==> src/hdl/boot_strap_flash_loader_regs.vh <==
// constants for the boot strap decoder and flash loader
`ifndef BOOT_STRAP_FLASH_LOADER_REGS_VH
`define BOOT_STRAP_FLASH_LOADER_REGS_VH
// strap ratio codes: ratio * 100, 7 bits (0..100)
`define RATIO_W 7
`define RATIO_10 7'h0A
`define RATIO_18 7'h12
`define RATIO_20 7'h14
`define RATIO_28 7'h1C
`define RATIO_30 7'h1E
`define RATIO_38 7'h26
`define RATIO_40 7'h28
`define RATIO_48 7'h30
`define RATIO_50 7'h32
`define RATIO_58 7'h3A
`define RATIO_60 7'h3C
`define RATIO_68 7'h44
`define RATIO_90 7'h5A
`define RATIO_100 7'h64
// i2c target address: fixed upper bits, strap code at [3:1]
`define I2C_ADDR_UPPER 3'h2
`define I2C_ADDR_LSB 1'h0
// dead-battery mode codes
`define DB_HOLD_OFF 3'h0
`define DB_INTERNAL_SUPPLY_WAIT 3'h1
`define DB_INTERNAL_RETRY 3'h2
`define DB_EXTERNAL_SUPPLY_WAIT 3'h3
`define DB_EXTERNAL_RETRY 3'h4
`define DB_NO_WAIT 3'h5
// default configuration codes
`define CFG_SAFE 3'h0
`define CFG_INFINITE_WAIT 3'h1
`define CFG_ONE 3'h2
`define CFG_TWO 3'h3
`define CFG_THREE 3'h4
`define CFG_FOUR 3'h5
`define CFG_FIVE 3'h6
// spi timing: core 25 MHz, target sck 12 MHz; half period rounded up
`define CLK_HZ 25000000
`define SCK_HZ 12000000
`define SCK_HALF_CYC ((`CLK_HZ + 2 * `SCK_HZ - 1) / (2 * `SCK_HZ))
// init count at which init ends (three cycles) so the data-in synchroniser holds the pin level
`define STRAP_SETTLE_CYC 2'h2
// flash read command and bundle length
`define FLASH_READ_CMD 8'h03
`define FLASH_START_ADDR 24'h000000
`define BUNDLE_BYTES 16'h0010
`define BUNDLE_VALID_MARK 8'hA5
`endif

==> src/hdl/boot_strap_flash_loader.v <==
// boot strap decoder and spi flash configuration loader
`default_nettype none
module boot_strap_flash_loader (
  input wire clk,
  input wire rst,
  input wire [6:0] address_strap_input,
  input wire [6:0] boot_strap_input,
  input wire main_supply_input,
  input wire bus_power_input,
  input wire flash_data_in,
  output reg flash_sck,
  output reg flash_cs_n,
  output reg flash_data_out,
  output reg [6:0] i2c_target_address,
  output reg [2:0] db_mode,
  output reg [2:0] default_config,
  output reg internal_switch_en,
  output reg external_switch_en,
  output reg ports_disabled,
  output reg legacy_sink,
  output reg config_loaded,
  output reg boot_done,
  output reg byte_valid,
  output reg [7:0] byte_data
);
`include "boot_strap_flash_loader_regs.vh"
  localparam ST_INIT = 4'h0; // register initialisation
  localparam ST_STRAP = 4'h1; // strap capture
  localparam ST_HOLD = 4'h2; // wait main supply
  localparam ST_CMD = 4'h3; // send read command/address
  localparam ST_DATA = 4'h4; // stream bundle bytes
  localparam ST_END = 4'h5; // check bundle
  localparam ST_RETRY = 4'h6; // gap before retry
  localparam ST_RUN = 4'h7; // boot finished
  // start address as a vector so its bytes can be sliced
  localparam [23:0] FLASH_ADDR = `FLASH_START_ADDR;

  reg [3:0] state;
  reg [3:0] next_state;
  // two-flop synchronisers for pins
  reg miso_meta;
  reg miso_sync;
  reg main_meta;
  reg main_sync;
  reg bus_meta;
  reg bus_sync;
  reg [2:0] addr_code; // decoded address strap
  reg [2:0] mode_dec; // decoded dead-battery mode
  reg [2:0] cfg_dec; // decoded configuration
  reg strap_hi; // captured data-in level
  reg [1:0] init_cnt; // synchroniser fill count after reset
  reg [2:0] cmd_idx; // command byte index
  reg [15:0] byte_cnt; // bundle bytes received
  reg bundle_ok; // first byte carried the mark
  reg start; // byte shifter start pulse
  reg [7:0] tx_byte; // byte to send
  // shifter outputs, re-registered below so pins leave flops
  wire sh_sck;
  wire sh_mosi;
  wire sh_busy;
  wire sh_done;
  wire [7:0] sh_rx;
  wire on_bus; // dead-battery condition

  // pin synchronisers, first stage only feeds second
  // reading a first stage directly could pass on a metastable level
  always @(posedge clk) begin
    if (rst) begin
      miso_meta <= 1'b0;
      miso_sync <= 1'b0;
      main_meta <= 1'b0;
      main_sync <= 1'b0;
      bus_meta <= 1'b0;
      bus_sync <= 1'b0;
    end else begin
      miso_meta <= flash_data_in;
      miso_sync <= miso_meta;
      main_meta <= main_supply_input;
      main_sync <= main_meta;
      bus_meta <= bus_power_input;
      bus_sync <= bus_meta;
    end
  end

  // dead battery only without main supply
  assign on_bus = bus_sync & ~main_sync;

  // address strap decode; gaps fall to code 000
  always @* begin
    if (address_strap_input <= `RATIO_18)
      addr_code = 3'h0;
    else if (address_strap_input >= `RATIO_20 && address_strap_input <= `RATIO_38)
      addr_code = 3'h1;
    else if (address_strap_input >= `RATIO_40 && address_strap_input <= `RATIO_58)
      addr_code = 3'h2;
    else if (address_strap_input >= `RATIO_60 && address_strap_input <= `RATIO_100)
      addr_code = 3'h3;
    else
      addr_code = 3'h0;
  end

  // boot strap decode from captured data-in level
  always @* begin
    mode_dec = `DB_HOLD_OFF;
    cfg_dec = `CFG_SAFE;
    if (strap_hi) begin
      if (boot_strap_input <= `RATIO_18) begin
        mode_dec = `DB_HOLD_OFF;
      end else if (boot_strap_input >= `RATIO_20 && boot_strap_input <= `RATIO_28) begin
        mode_dec = `DB_INTERNAL_SUPPLY_WAIT;
      end else if (boot_strap_input >= `RATIO_30 && boot_strap_input <= `RATIO_38) begin
        mode_dec = `DB_INTERNAL_RETRY;
        cfg_dec = `CFG_INFINITE_WAIT;
      end else if (boot_strap_input >= `RATIO_40 && boot_strap_input <= `RATIO_48) begin
        mode_dec = `DB_EXTERNAL_SUPPLY_WAIT;
      end else if (boot_strap_input >= `RATIO_50 && boot_strap_input <= `RATIO_58) begin
        mode_dec = `DB_EXTERNAL_RETRY;
        cfg_dec = `CFG_INFINITE_WAIT;
      end else if (boot_strap_input >= `RATIO_60 && boot_strap_input <= `RATIO_100) begin
        mode_dec = `DB_NO_WAIT;
      end
    end else begin
      // data-in low table; reserved bands fall through
      if (boot_strap_input >= `RATIO_10 && boot_strap_input <= `RATIO_18) begin
        cfg_dec = `CFG_ONE;
      end else if (boot_strap_input >= `RATIO_20 && boot_strap_input <= `RATIO_28) begin
        mode_dec = `DB_NO_WAIT;
        cfg_dec = `CFG_TWO;
      end else if (boot_strap_input >= `RATIO_30 && boot_strap_input <= `RATIO_38) begin
        mode_dec = `DB_INTERNAL_RETRY;
        cfg_dec = `CFG_INFINITE_WAIT;
      end else if (boot_strap_input >= `RATIO_40 && boot_strap_input <= `RATIO_48) begin
        mode_dec = `DB_NO_WAIT;
        cfg_dec = `CFG_THREE;
      end else if (boot_strap_input >= `RATIO_50 && boot_strap_input <= `RATIO_58) begin
        mode_dec = `DB_EXTERNAL_RETRY;
        cfg_dec = `CFG_INFINITE_WAIT;
      end else if (boot_strap_input >= `RATIO_60 && boot_strap_input <= `RATIO_68) begin
        mode_dec = `DB_NO_WAIT;
        cfg_dec = `CFG_FOUR;
      end else if (boot_strap_input >= `RATIO_90 && boot_strap_input <= `RATIO_100) begin
        mode_dec = `DB_NO_WAIT;
        cfg_dec = `CFG_FIVE;
      end
    end
  end

  // spi byte engine
  spi_byte_shifter u_shifter (
    .clk(clk),
    .rst(rst),
    .start(start),
    .tx_byte(tx_byte),
    .miso_sync(miso_sync),
    .sck(sh_sck),
    .mosi(sh_mosi),
    .busy(sh_busy),
    .done(sh_done),
    .rx_byte(sh_rx)
  );

  // command byte sequence: read opcode then 24-bit address
  // address bytes are sliced, not shifted, to keep widths exact
  always @* begin
    case (cmd_idx)
      3'h0: tx_byte = `FLASH_READ_CMD;
      3'h1: tx_byte = FLASH_ADDR[23:16];
      3'h2: tx_byte = FLASH_ADDR[15:8];
      3'h3: tx_byte = FLASH_ADDR[7:0];
      default: tx_byte = 8'h00;
    endcase
  end

  // next state
  always @* begin
    next_state = state;
    case (state)
      ST_INIT: begin
        if (init_cnt == `STRAP_SETTLE_CYC)
          next_state = ST_STRAP;
      end
      ST_STRAP: next_state = ST_HOLD;
      ST_HOLD: begin
        // stall until main supply in hold-off and supply-wait modes
        // off bus power the dead-battery modes do not apply
        if (!on_bus || main_sync)
          next_state = ST_CMD;
        else if (db_mode != `DB_HOLD_OFF && db_mode != `DB_INTERNAL_SUPPLY_WAIT &&
                 db_mode != `DB_EXTERNAL_SUPPLY_WAIT)
          next_state = ST_CMD;
      end
      ST_CMD: if (sh_done && cmd_idx == 3'h3) next_state = ST_DATA;
      ST_DATA: if (sh_done && byte_cnt == (`BUNDLE_BYTES - 16'h0001)) next_state = ST_END;
      ST_END: begin
        if (bundle_ok || default_config != `CFG_INFINITE_WAIT)
          next_state = ST_RUN;
        else
          next_state = ST_RETRY;
      end
      ST_RETRY: next_state = ST_CMD;
      ST_RUN: next_state = ST_RUN;
      default: next_state = ST_INIT;
    endcase
  end

  // boot sequencer and outputs
  // every output is a flop; shifter clock and data pass one stage
  always @(posedge clk) begin
    if (rst) begin
      state <= ST_INIT;
      strap_hi <= 1'b0;
      flash_sck <= 1'b0;
      flash_cs_n <= 1'b1;
      flash_data_out <= 1'b0;
      i2c_target_address <= 7'h00;
      db_mode <= `DB_HOLD_OFF;
      default_config <= `CFG_SAFE;
      internal_switch_en <= 1'b0;
      external_switch_en <= 1'b0;
      ports_disabled <= 1'b1;
      legacy_sink <= 1'b0;
      config_loaded <= 1'b0;
      boot_done <= 1'b0;
      byte_valid <= 1'b0;
      byte_data <= 8'h00;
      cmd_idx <= 3'h0;
      byte_cnt <= 16'h0000;
      bundle_ok <= 1'b0;
      start <= 1'b0;
      init_cnt <= 2'h0;
    end else begin
      state <= next_state;
      start <= 1'b0;
      byte_valid <= 1'b0;
      flash_sck <= sh_sck;
      // data and select in same edge
      flash_data_out <= sh_mosi;
      case (state)
        ST_INIT: begin
          // count out the two synchroniser stages after reset
          init_cnt <= init_cnt + 2'h1;
          // latch data-in level while cs high; last write wins
          strap_hi <= miso_sync;
        end
        ST_STRAP: begin
          // code into address bits 3:1
          // upper bits fixed, bit 0 left clear
          i2c_target_address <= {`I2C_ADDR_UPPER, addr_code, `I2C_ADDR_LSB};
          db_mode <= mode_dec;
          default_config <= cfg_dec;
        end
        ST_HOLD: begin
          internal_switch_en <= on_bus &&
            (db_mode == `DB_INTERNAL_SUPPLY_WAIT || db_mode == `DB_INTERNAL_RETRY);
          external_switch_en <= on_bus &&
            (db_mode == `DB_EXTERNAL_SUPPLY_WAIT || db_mode == `DB_EXTERNAL_RETRY);
          if (next_state == ST_CMD) begin
            cmd_idx <= 3'h0;
            start <= 1'b1;
          end
        end
        ST_CMD: begin
          // select active low for the frame
          // wait for the shifter so select and first bit leave together
          if (sh_busy)
            flash_cs_n <= 1'b0;
          if (sh_done) begin
            cmd_idx <= cmd_idx + 3'h1;
            byte_cnt <= 16'h0000;
            start <= 1'b1;
          end
        end
        ST_DATA: begin
          if (sh_done) begin
            byte_valid <= 1'b1;
            byte_data <= sh_rx;
            if (byte_cnt == 16'h0000)
              bundle_ok <= (sh_rx == `BUNDLE_VALID_MARK);
            byte_cnt <= byte_cnt + 16'h0001;
            if (byte_cnt != (`BUNDLE_BYTES - 16'h0001))
              start <= 1'b1;
          end
        end
        ST_END: begin
          flash_cs_n <= 1'b1;
          // a bad mark leaves this low; the retry decision reads bundle_ok
          config_loaded <= bundle_ok;
        end
        ST_RETRY: begin
          cmd_idx <= 3'h0;
          bundle_ok <= 1'b0;
          start <= 1'b1;
        end
        ST_RUN: begin
          // only reset leaves run, so boot_done holds
          boot_done <= 1'b1;
          if (db_mode == `DB_NO_WAIT && on_bus && config_loaded)
            internal_switch_en <= 1'b1;
          ports_disabled <= !config_loaded && default_config == `CFG_SAFE;
          legacy_sink <= !config_loaded && default_config == `CFG_SAFE && on_bus;
        end
        default: begin
          flash_cs_n <= 1'b1;
        end
      endcase
    end
  end
endmodule
`default_nettype wire

==> src/hdl/spi_byte_shifter.v <==
// one-byte spi mode 0 shifter: shift out on falling, sample on rising
`default_nettype none
module spi_byte_shifter (
  input wire clk,
  input wire rst,
  input wire start,
  input wire [7:0] tx_byte,
  input wire miso_sync,
  output reg sck,
  output reg mosi,
  output reg busy,
  output reg done,
  output reg [7:0] rx_byte
);
`include "boot_strap_flash_loader_regs.vh"
  reg [3:0] bit_cnt; // bits remaining
  reg [7:0] tx_sh; // outgoing shift register
  reg [3:0] div_cnt; // half period counter

  // byte engine; first bit is on mosi as soon as start is taken
  always @(posedge clk) begin
    if (rst) begin
      sck <= 1'b0;
      mosi <= 1'b0;
      busy <= 1'b0;
      done <= 1'b0;
      rx_byte <= 8'h00;
      bit_cnt <= 4'h0;
      tx_sh <= 8'h00;
      div_cnt <= 4'h0;
    end else begin
      done <= 1'b0;
      if (!busy) begin
        sck <= 1'b0;
        if (start) begin
          busy <= 1'b1;
          mosi <= tx_byte[7];
          tx_sh <= {tx_byte[6:0], 1'b0};
          bit_cnt <= 4'h8;
          div_cnt <= 4'h0;
        end
      end else if (div_cnt != (`SCK_HALF_CYC - 1)) begin
        div_cnt <= div_cnt + 4'h1;
      end else begin
        div_cnt <= 4'h0;
        if (!sck) begin
          // rising edge, data still on its way in
          sck <= 1'b1;
        end else begin
          sck <= 1'b0;
          // bit present at the rising edge, read late
          // the pin clock leaves one flop later and the sync adds two
          rx_byte <= {rx_byte[6:0], miso_sync};
          if (bit_cnt == 4'h1) begin
            busy <= 1'b0;
            done <= 1'b1;
          end else begin
            mosi <= tx_sh[7];
            tx_sh <= {tx_sh[6:0], 1'b0};
          end
          bit_cnt <= bit_cnt - 4'h1;
        end
      end
    end
  end
endmodule
`default_nettype wire

==> config.mk <==
export PLATFORM = sky130hd
export DESIGN_NAME = boot_strap_flash_loader
export DESIGN_NICKNAME = d
export VERILOG_FILES = /design/src/hdl/boot_strap_flash_loader.v /design/src/hdl/spi_byte_shifter.v
export VERILOG_INCLUDE_DIRS = /design/src /design/src/hdl
export SDC_FILE = /design/constraint.sdc
export NUM_CORES = 1
export LEC_CHECK = 0
export BUFFER_PORTS_ARGS = -buffer_cell sky130_fd_sc_hd__buf_2
export CORE_MARGIN = 3
export CORE_UTILIZATION = 45
export CTS_CLUSTER_DIAMETER = 40
export DETAILED_ROUTE_END_ITERATION = 12
export PLACE_DENSITY_LB_ADDON = 0.12
export SLEW_MARGIN = 30
export SYNTH_ARGS = -nofsm -noshare
export SYNTH_HDL_FRONTEND = slang
export SYNTH_HIERARCHICAL = 1
export SYNTH_SLANG_ARGS = --single-unit
==> constraint.sdc <==
create_clock -name clk -period 2.2 [get_ports clk]
set_input_delay 0.66 -clock clk [delete_from_list [all_inputs] [get_ports clk]]
set_output_delay 0.66 -clock clk [all_outputs]
set_load 0.1 [all_outputs]
==> results.json, run 1 <==
{
  "die_x_um": 106,
  "antennaDiodeCount": 0,
  "synth_top_cell_area_share_pct": 39.1,
  "synth.area.top_cells": "dfxtp_1 39%, a21oi_1 5.0%, nor2_1 4.5%",
  "setup_viol": 0,
  "wirelength_mm": 10.0,
  "synth_flop_cell": "dfxtp_1",
  "ys_top_cells_by_count": "88 x dfxtp_1, 54 x nor2_1, 45 x a21oi_1",
  "vias": 3926,
  "first_pass_iters": 4,
  "post_cts_buffers": 0,
  "cts_resized": 0,
  "synth_edf_count": 0,
  "grt_overflow_total": 0,
  "cts-hold-fix-buffers": 0,
  "yosysMostFrequentCell": "dfxtp_1",
  "async_reset_ff_share_pct": 0,
  "p_int_mw": 2.20,
  "die-area_mm2": 0.0112,
  "drv_slew": 0,
  "crit_end": "db_mode[0]",
  "first_global_vias": 3658,
  "cts_buffers": 9,
  "reg2reg_setup_slack_ns": 0.30,
  "fillers": 965,
  "gp_congestion": 0.835,
  "pwr_density_cell_mw_per_mm2": 582,
  "ioPinCount": 50,
  "yosys_warnings": 6,
  "viasPerCell": 5.46,
  "regArea_mm2": 0.00176,
  "worstPathRequired_ns": 1.54,
  "htreeDepth": 3,
  "tns_ns": 0,
  "rr_startpoint": "state[1]",
  "status": "finished clean",
  "r2r_end": "cmd_idx[0]",
  "cp.depth": 1,
  "multi_input_comb_area_mm2": 0.00253,
  "floorplan.initialDensity_pct": 47.4,
  "fmax_mhz": 507,
  "cp_max_fo": 7,
  "io_buffers": 45,
  "swShare_pct": 25.5,
  "cp_top_family": "buffers and inverters",
  "ys_ff_latch": 88,
  "synth.avg_cell_area_um2": 8.36,
  "setup.worst_path.class": "reg2out",
  "slowest_delay_ns": 0.48,
  "switching_power_mw": 0.755,
  "post-route-period-util_pct": 89.6,
  "grt_pass1_wl_mm": 17.0,
  "dieHeight_um": 106,
  "startpoint": "db_mode[0]",
  "cp_cell_sequence": "buf_2",
  "clk_path_buf_depth": 2,
  "clock_sinks": 88,
  "period_minus_slack_ns": 1.97,
  "syn_inst": 539,
  "max-cap-violations": 0,
  "crit_arrival_ns": 1.31,
  "syn_area_mm2": 0.00450,
  "drt-initial-drc-count": 179,
  "grt_use_total_pct": 18.0,
  "coreArea_mm2": 0.00950,
  "hold_class": "reg2reg",
  "drc": 0,
  "synth_top_cell_by_area": "dfxtp_1",
  "crit_buf_inv": 1,
  "start_kind": "register",
  "cp-end-kind": "output port",
  "nNetsFinal": 614,
  "area_growth_pct": 12.8,
  "finClkSkew_ns": 0.0111,
  "cts_tree": "done",
  "ir_worst_vdd_uv": 452,
  "hold_violations": 0,
  "rows": 35,
  "dp_hpwl_mm": 7.02,
  "grt_max_degree": 61,
  "critPathSlowestCell": "buf_2",
  "clkTransAtPathRegs_ns": 0.09,
  "p_seq_share_pct": 54.7,
  "pwr-share-clk_pct": 38.0,
  "tightest_slew_ns": 0.558,
  "synth-seq-area-share_pct": 39.1,
  "power.leakage_nw": 1.85,
  "clock_latency_ns": 0.37,
  "rsz0062_at_grt": "no",
  "antenna_found_initial": 0,
  "drive_above_1_share_pct": 16.3,
  "relSlewSlack_pct": 62.7,
  "antenna_left": 0,
  "yosysUniqueCellTypes": 73,
  "rr_worst_depth": 5,
  "power_frac_comb_pct": 7.4,
  "cts-root-buf": "clkbuf_8",
  "finish.utilization_pct": 53.5,
  "avgRoutedWirePerCell_um": 13.9
}
worst min-delay path by stage:
stage,endpoint,cells past startpoint,start
2_1_floorplan,bus_sync,1,bus_meta
3_3_place_gp,flash_data_out,1,u_shifter/mosi
3_5_place_dp,bus_sync,1,bus_meta
4_1_cts,miso_sync,1,miso_meta
5_1_grt,bus_sync,1,bus_meta
6_report,bus_sync,1,bus_meta
cell usage in the layout (no fill, tap or decap), types with 4 or more instances in the layout:
| cell type | instances |
|---|---|
| a211oi_1 | 7 |
| a21oi_1 | 45 |
| a22oi_1 | 7 |
| a311oi_1 | 5 |
| and3_1 | 5 |
| buf_2 | 45 |
| buf_4 | 14 |
| clkbuf_8 | 9 |
| conb_1 | 11 |
| dfxtp_1 | 88 |
| ha_1 | 10 |
| inv_1 | 22 |
| mux2_2 | 7 |
| mux2i_1 | 10 |
| nand2_1 | 36 |
| nand2b_1 | 9 |
| nand3_1 | 23 |
| nand3b_1 | 5 |
| nand4b_1 | 4 |
| nor2_1 | 54 |
| nor2b_1 | 23 |
| nor3_1 | 11 |
| nor3b_1 | 4 |
| nor4_1 | 8 |
| o211ai_1 | 5 |
| o21ai_0 | 32 |
| or3_1 | 12 |
| xnor2_1 | 9 |
layer usage:
layer	track usage, %	vias to the layer above	part of all wire, %
li1	-	2014	-
met1	22.9	1853	47
met2	30.1	47	49
met3	4.86	12	2.3
met4	5.00	0	1.2
met5	0	-	0
layout make-up:
type                       instances  share of cell area (%)
timing repair buffer              60                    6.89
inverter                          22                    1.63
clock inverter                     7                    1.38
sequential                        88                    34.7
tap                              129                    3.18
multi-input combinational        404                    49.8
clock buffer                       9                    2.44
per-stage QoR:
| step | worst slack (ns) | power (mW) | area, um^2 | hold WS (ns) | std cells |
|---|---|---|---|---|---|
| final | 0.230 | 2.96 | 5080 | 0.446 | 719 |
| after global routing | 0.128 | 3.07 | 5080 | 0.468 | 719 |
| after CTS | 0.219 | 2.99 | 5080 | 0.457 | 719 |
| after detailed placement | 0.100 | 1.87 | 4890 | 0.436 | 703 |
| after global placement | 0.165 | 1.87 | 4890 | 0.442 | 703 |
| after floorplan | 0.0438 | 1.81 | 4540 | 0.414 | 549 |
power groups by stage:
stage | combinational [mW] | sequential (mW) | clock, mW
finish | 0.218 | 1.62 | 1.12
global route | 0.242 | 1.62 | 1.21
CTS | 0.218 | 1.62 | 1.16
detailed placement | 0.218 | 1.65 | 0
global placement | 0.215 | 1.65 | 0
floorplan | 0.156 | 1.66 | 0
sequential cells by signal (all words and copies together) (netlist names), 2 cells and up:
signal,flops
db_mode,3
init_cnt,2
u_shifter/bit_cnt,4
u_shifter/rx_byte,8
i2c_target_address,3
state,4
byte_cnt,16
u_shifter/tx_sh,7
u_shifter/div_cnt,4
default_config,3
cmd_idx,3
byte_data,8
kinds of logic after synthesis:
group,count (synthesis),share of synthesized area (%)
AND/OR/NAND/NOR,224,27.3
AO/OA/AOI/OAI,132,19.3
flip-flops,88,39.1
buffers and inverters,57,5.53
multiplexers,17,3.97
adder cells (fa/ha/maj),10,2.78
XOR/XNOR,10,1.94
other,1,0.0833
Power figures use the tool's default switching activity.
==> run 2, diff against run 1 <==
clock period = 2.1 ns   (was 2.2 ns; I/O delays follow)
==> results.json, run 2 (synthesized netlist as in run 1, its figures left out) <==
{
  "layout_setup_ws_ns": 0.164,
  "placed_cell_area_mm2": 0.00493,
  "relSlewSlack_pct": 59.7,
  "cts-hold-fix-buffers": 0,
  "wirelength_mm": 9.75,
  "crit_buf_inv": 1,
  "largestRegisters": "byte_cnt (16), byte_data (8), u_shifter/rx_byte (8)",
  "placedCellCount": 707,
  "post-route-period-util_pct": 92.2,
  "worstHoldStart": "i2c_target_address[1]",
  "rr_worst_depth": 4,
  "setup_viol": 0,
  "power.leakage_nw": 1.88,
  "top_register": "byte_cnt",
  "reg2reg_setup_slack_ns": 0.21,
  "fmax_mhz": 516,
  "htreeDepth": 3,
  "gp_congestion": 0.827,
  "die-area_mm2": 0.0112,
  "final_common_cell": "dfxtp_1",
  "max-cap-violations": 0,
  "die_x_um": 106,
  "final_area_mm2": 0.00513,
  "first_pass_iters": 4,
  "layout_common_cells": "87 x dfxtp_1, 54 x nor2_1, 45 x a21oi_1, 45 x buf_2, 36 x nand2_1",
  "hold_class": "reg2reg",
  "crit_arrival_ns": 1.31,
  "clock_latency_ns": 0.36,
  "grt_overflow_total": 0,
  "setup.worst_path.class": "reg2out",
  "clk_path_buf_depth": 2,
  "viasPerCell": 5.40,
  "startpoint": "db_mode[0]",
  "nNetsFinal": 618,
  "clkTransAtPathRegs_ns": 0.08,
  "whs_path_depth": 2,
  "cts-root-buf": "clkbuf_8",
  "dp_hpwl_mm": 7.05,
  "pwr_density_cell_mw_per_mm2": 613,
  "cp_cell_sequence": "buf_2",
  "largest_reg_flops": 16,
  "antenna_found_initial": 0,
  "ioPinCount": 50,
  "grt_use_total_pct": 17.6,
  "drv_slew": 0,
  "vias": 3904,
  "first_global_vias": 3567,
  "cp-end-kind": "output port",
  "clock_sinks": 88,
  "drt-initial-drc-count": 199,
  "power_mw": 3.15,
  "dieHeight_um": 106,
  "floorplan.initialDensity_pct": 47.4,
  "rr_startpoint": "state[1]",
  "cts_tree": "done",
  "start_kind": "register",
  "period_minus_slack_ns": 1.94,
  "grt_max_degree": 30,
  "finClkSkew_ns": 0.0130,
  "hold_violations": 0,
  "cp_top_family": "buffers and inverters",
  "slowest_delay_ns": 0.49,
  "status": "finished clean",
  "ir_worst_vdd_uv": 273,
  "pre_cts_ws_ns": 0.0665,
  "io_buffers": 45,
  "rows": 35,
  "drive_above_1_share_pct": 16.8,
  "cts_buffers": 9,
  "fillers": 920,
  "fin_cells": 723,
  "cp_max_fo": 7,
  "cts_resized": 0,
  "tightest_slew_ns": 0.604,
  "area_growth_pct": 14.0,
  "antennaDiodeCount": 0,
  "avgRoutedWirePerCell_um": 13.5,
  "worstPathRequired_ns": 1.47,
  "cp.depth": 1,
  "antenna_left": 0,
  "critPathSlowestCell": "buf_2",
  "post_cts_buffers": 0,
  "rsz0062_at_grt": "no",
  "tns_ns": 0,
  "finish.utilization_pct": 54.0,
  "drc": 0,
  "coreArea_mm2": 0.00950,
  "grt_pass1_wl_mm": 16.5,
  "whs_ns": 0.451
}
==> run 2: layout make-up <==
| cell class | instances | area [um^2] | share of cell area, % |
|---|---|---|---|
| sequential | 88 | 1760 | 34.3 |
| clock inverter | 6 | 75.1 | 1.46 |
| clock buffer | 10 | 128 | 2.49 |
| timing repair buffer | 64 | 393 | 7.65 |
| multi-input combinational | 404 | 2530 | 49.3 |
| inverter | 22 | 82.6 | 1.61 |
| tap | 129 | 161 | 3.14 |
==> run 2: power breakdown <==
part	internal (mW)	switching, mW	leakage, nW	total [mW]
clock	0.572	0.647	0.0998	1.22
sequential	1.68	0.0118	0.711	1.69
combinational	0.0801	0.155	1.06	0.235
total	2.33	0.814	1.88	3.15
==> run 2: worst paths after layout <==
check                           to
max                     db_mode[0]
max reg2reg                  start
min reg2reg  i2c_target_address[1]
min          i2c_target_address[1]
==> run 2: layer usage <==
layer  GRT usage [%]  up-vias  share of wire (%)
met2            28.6       50                 48
met1            23.2     1819                 47
met5               0        -                  0
met3            3.04       10                3.1
li1                -     2025                  -
met4            7.49        0                1.5
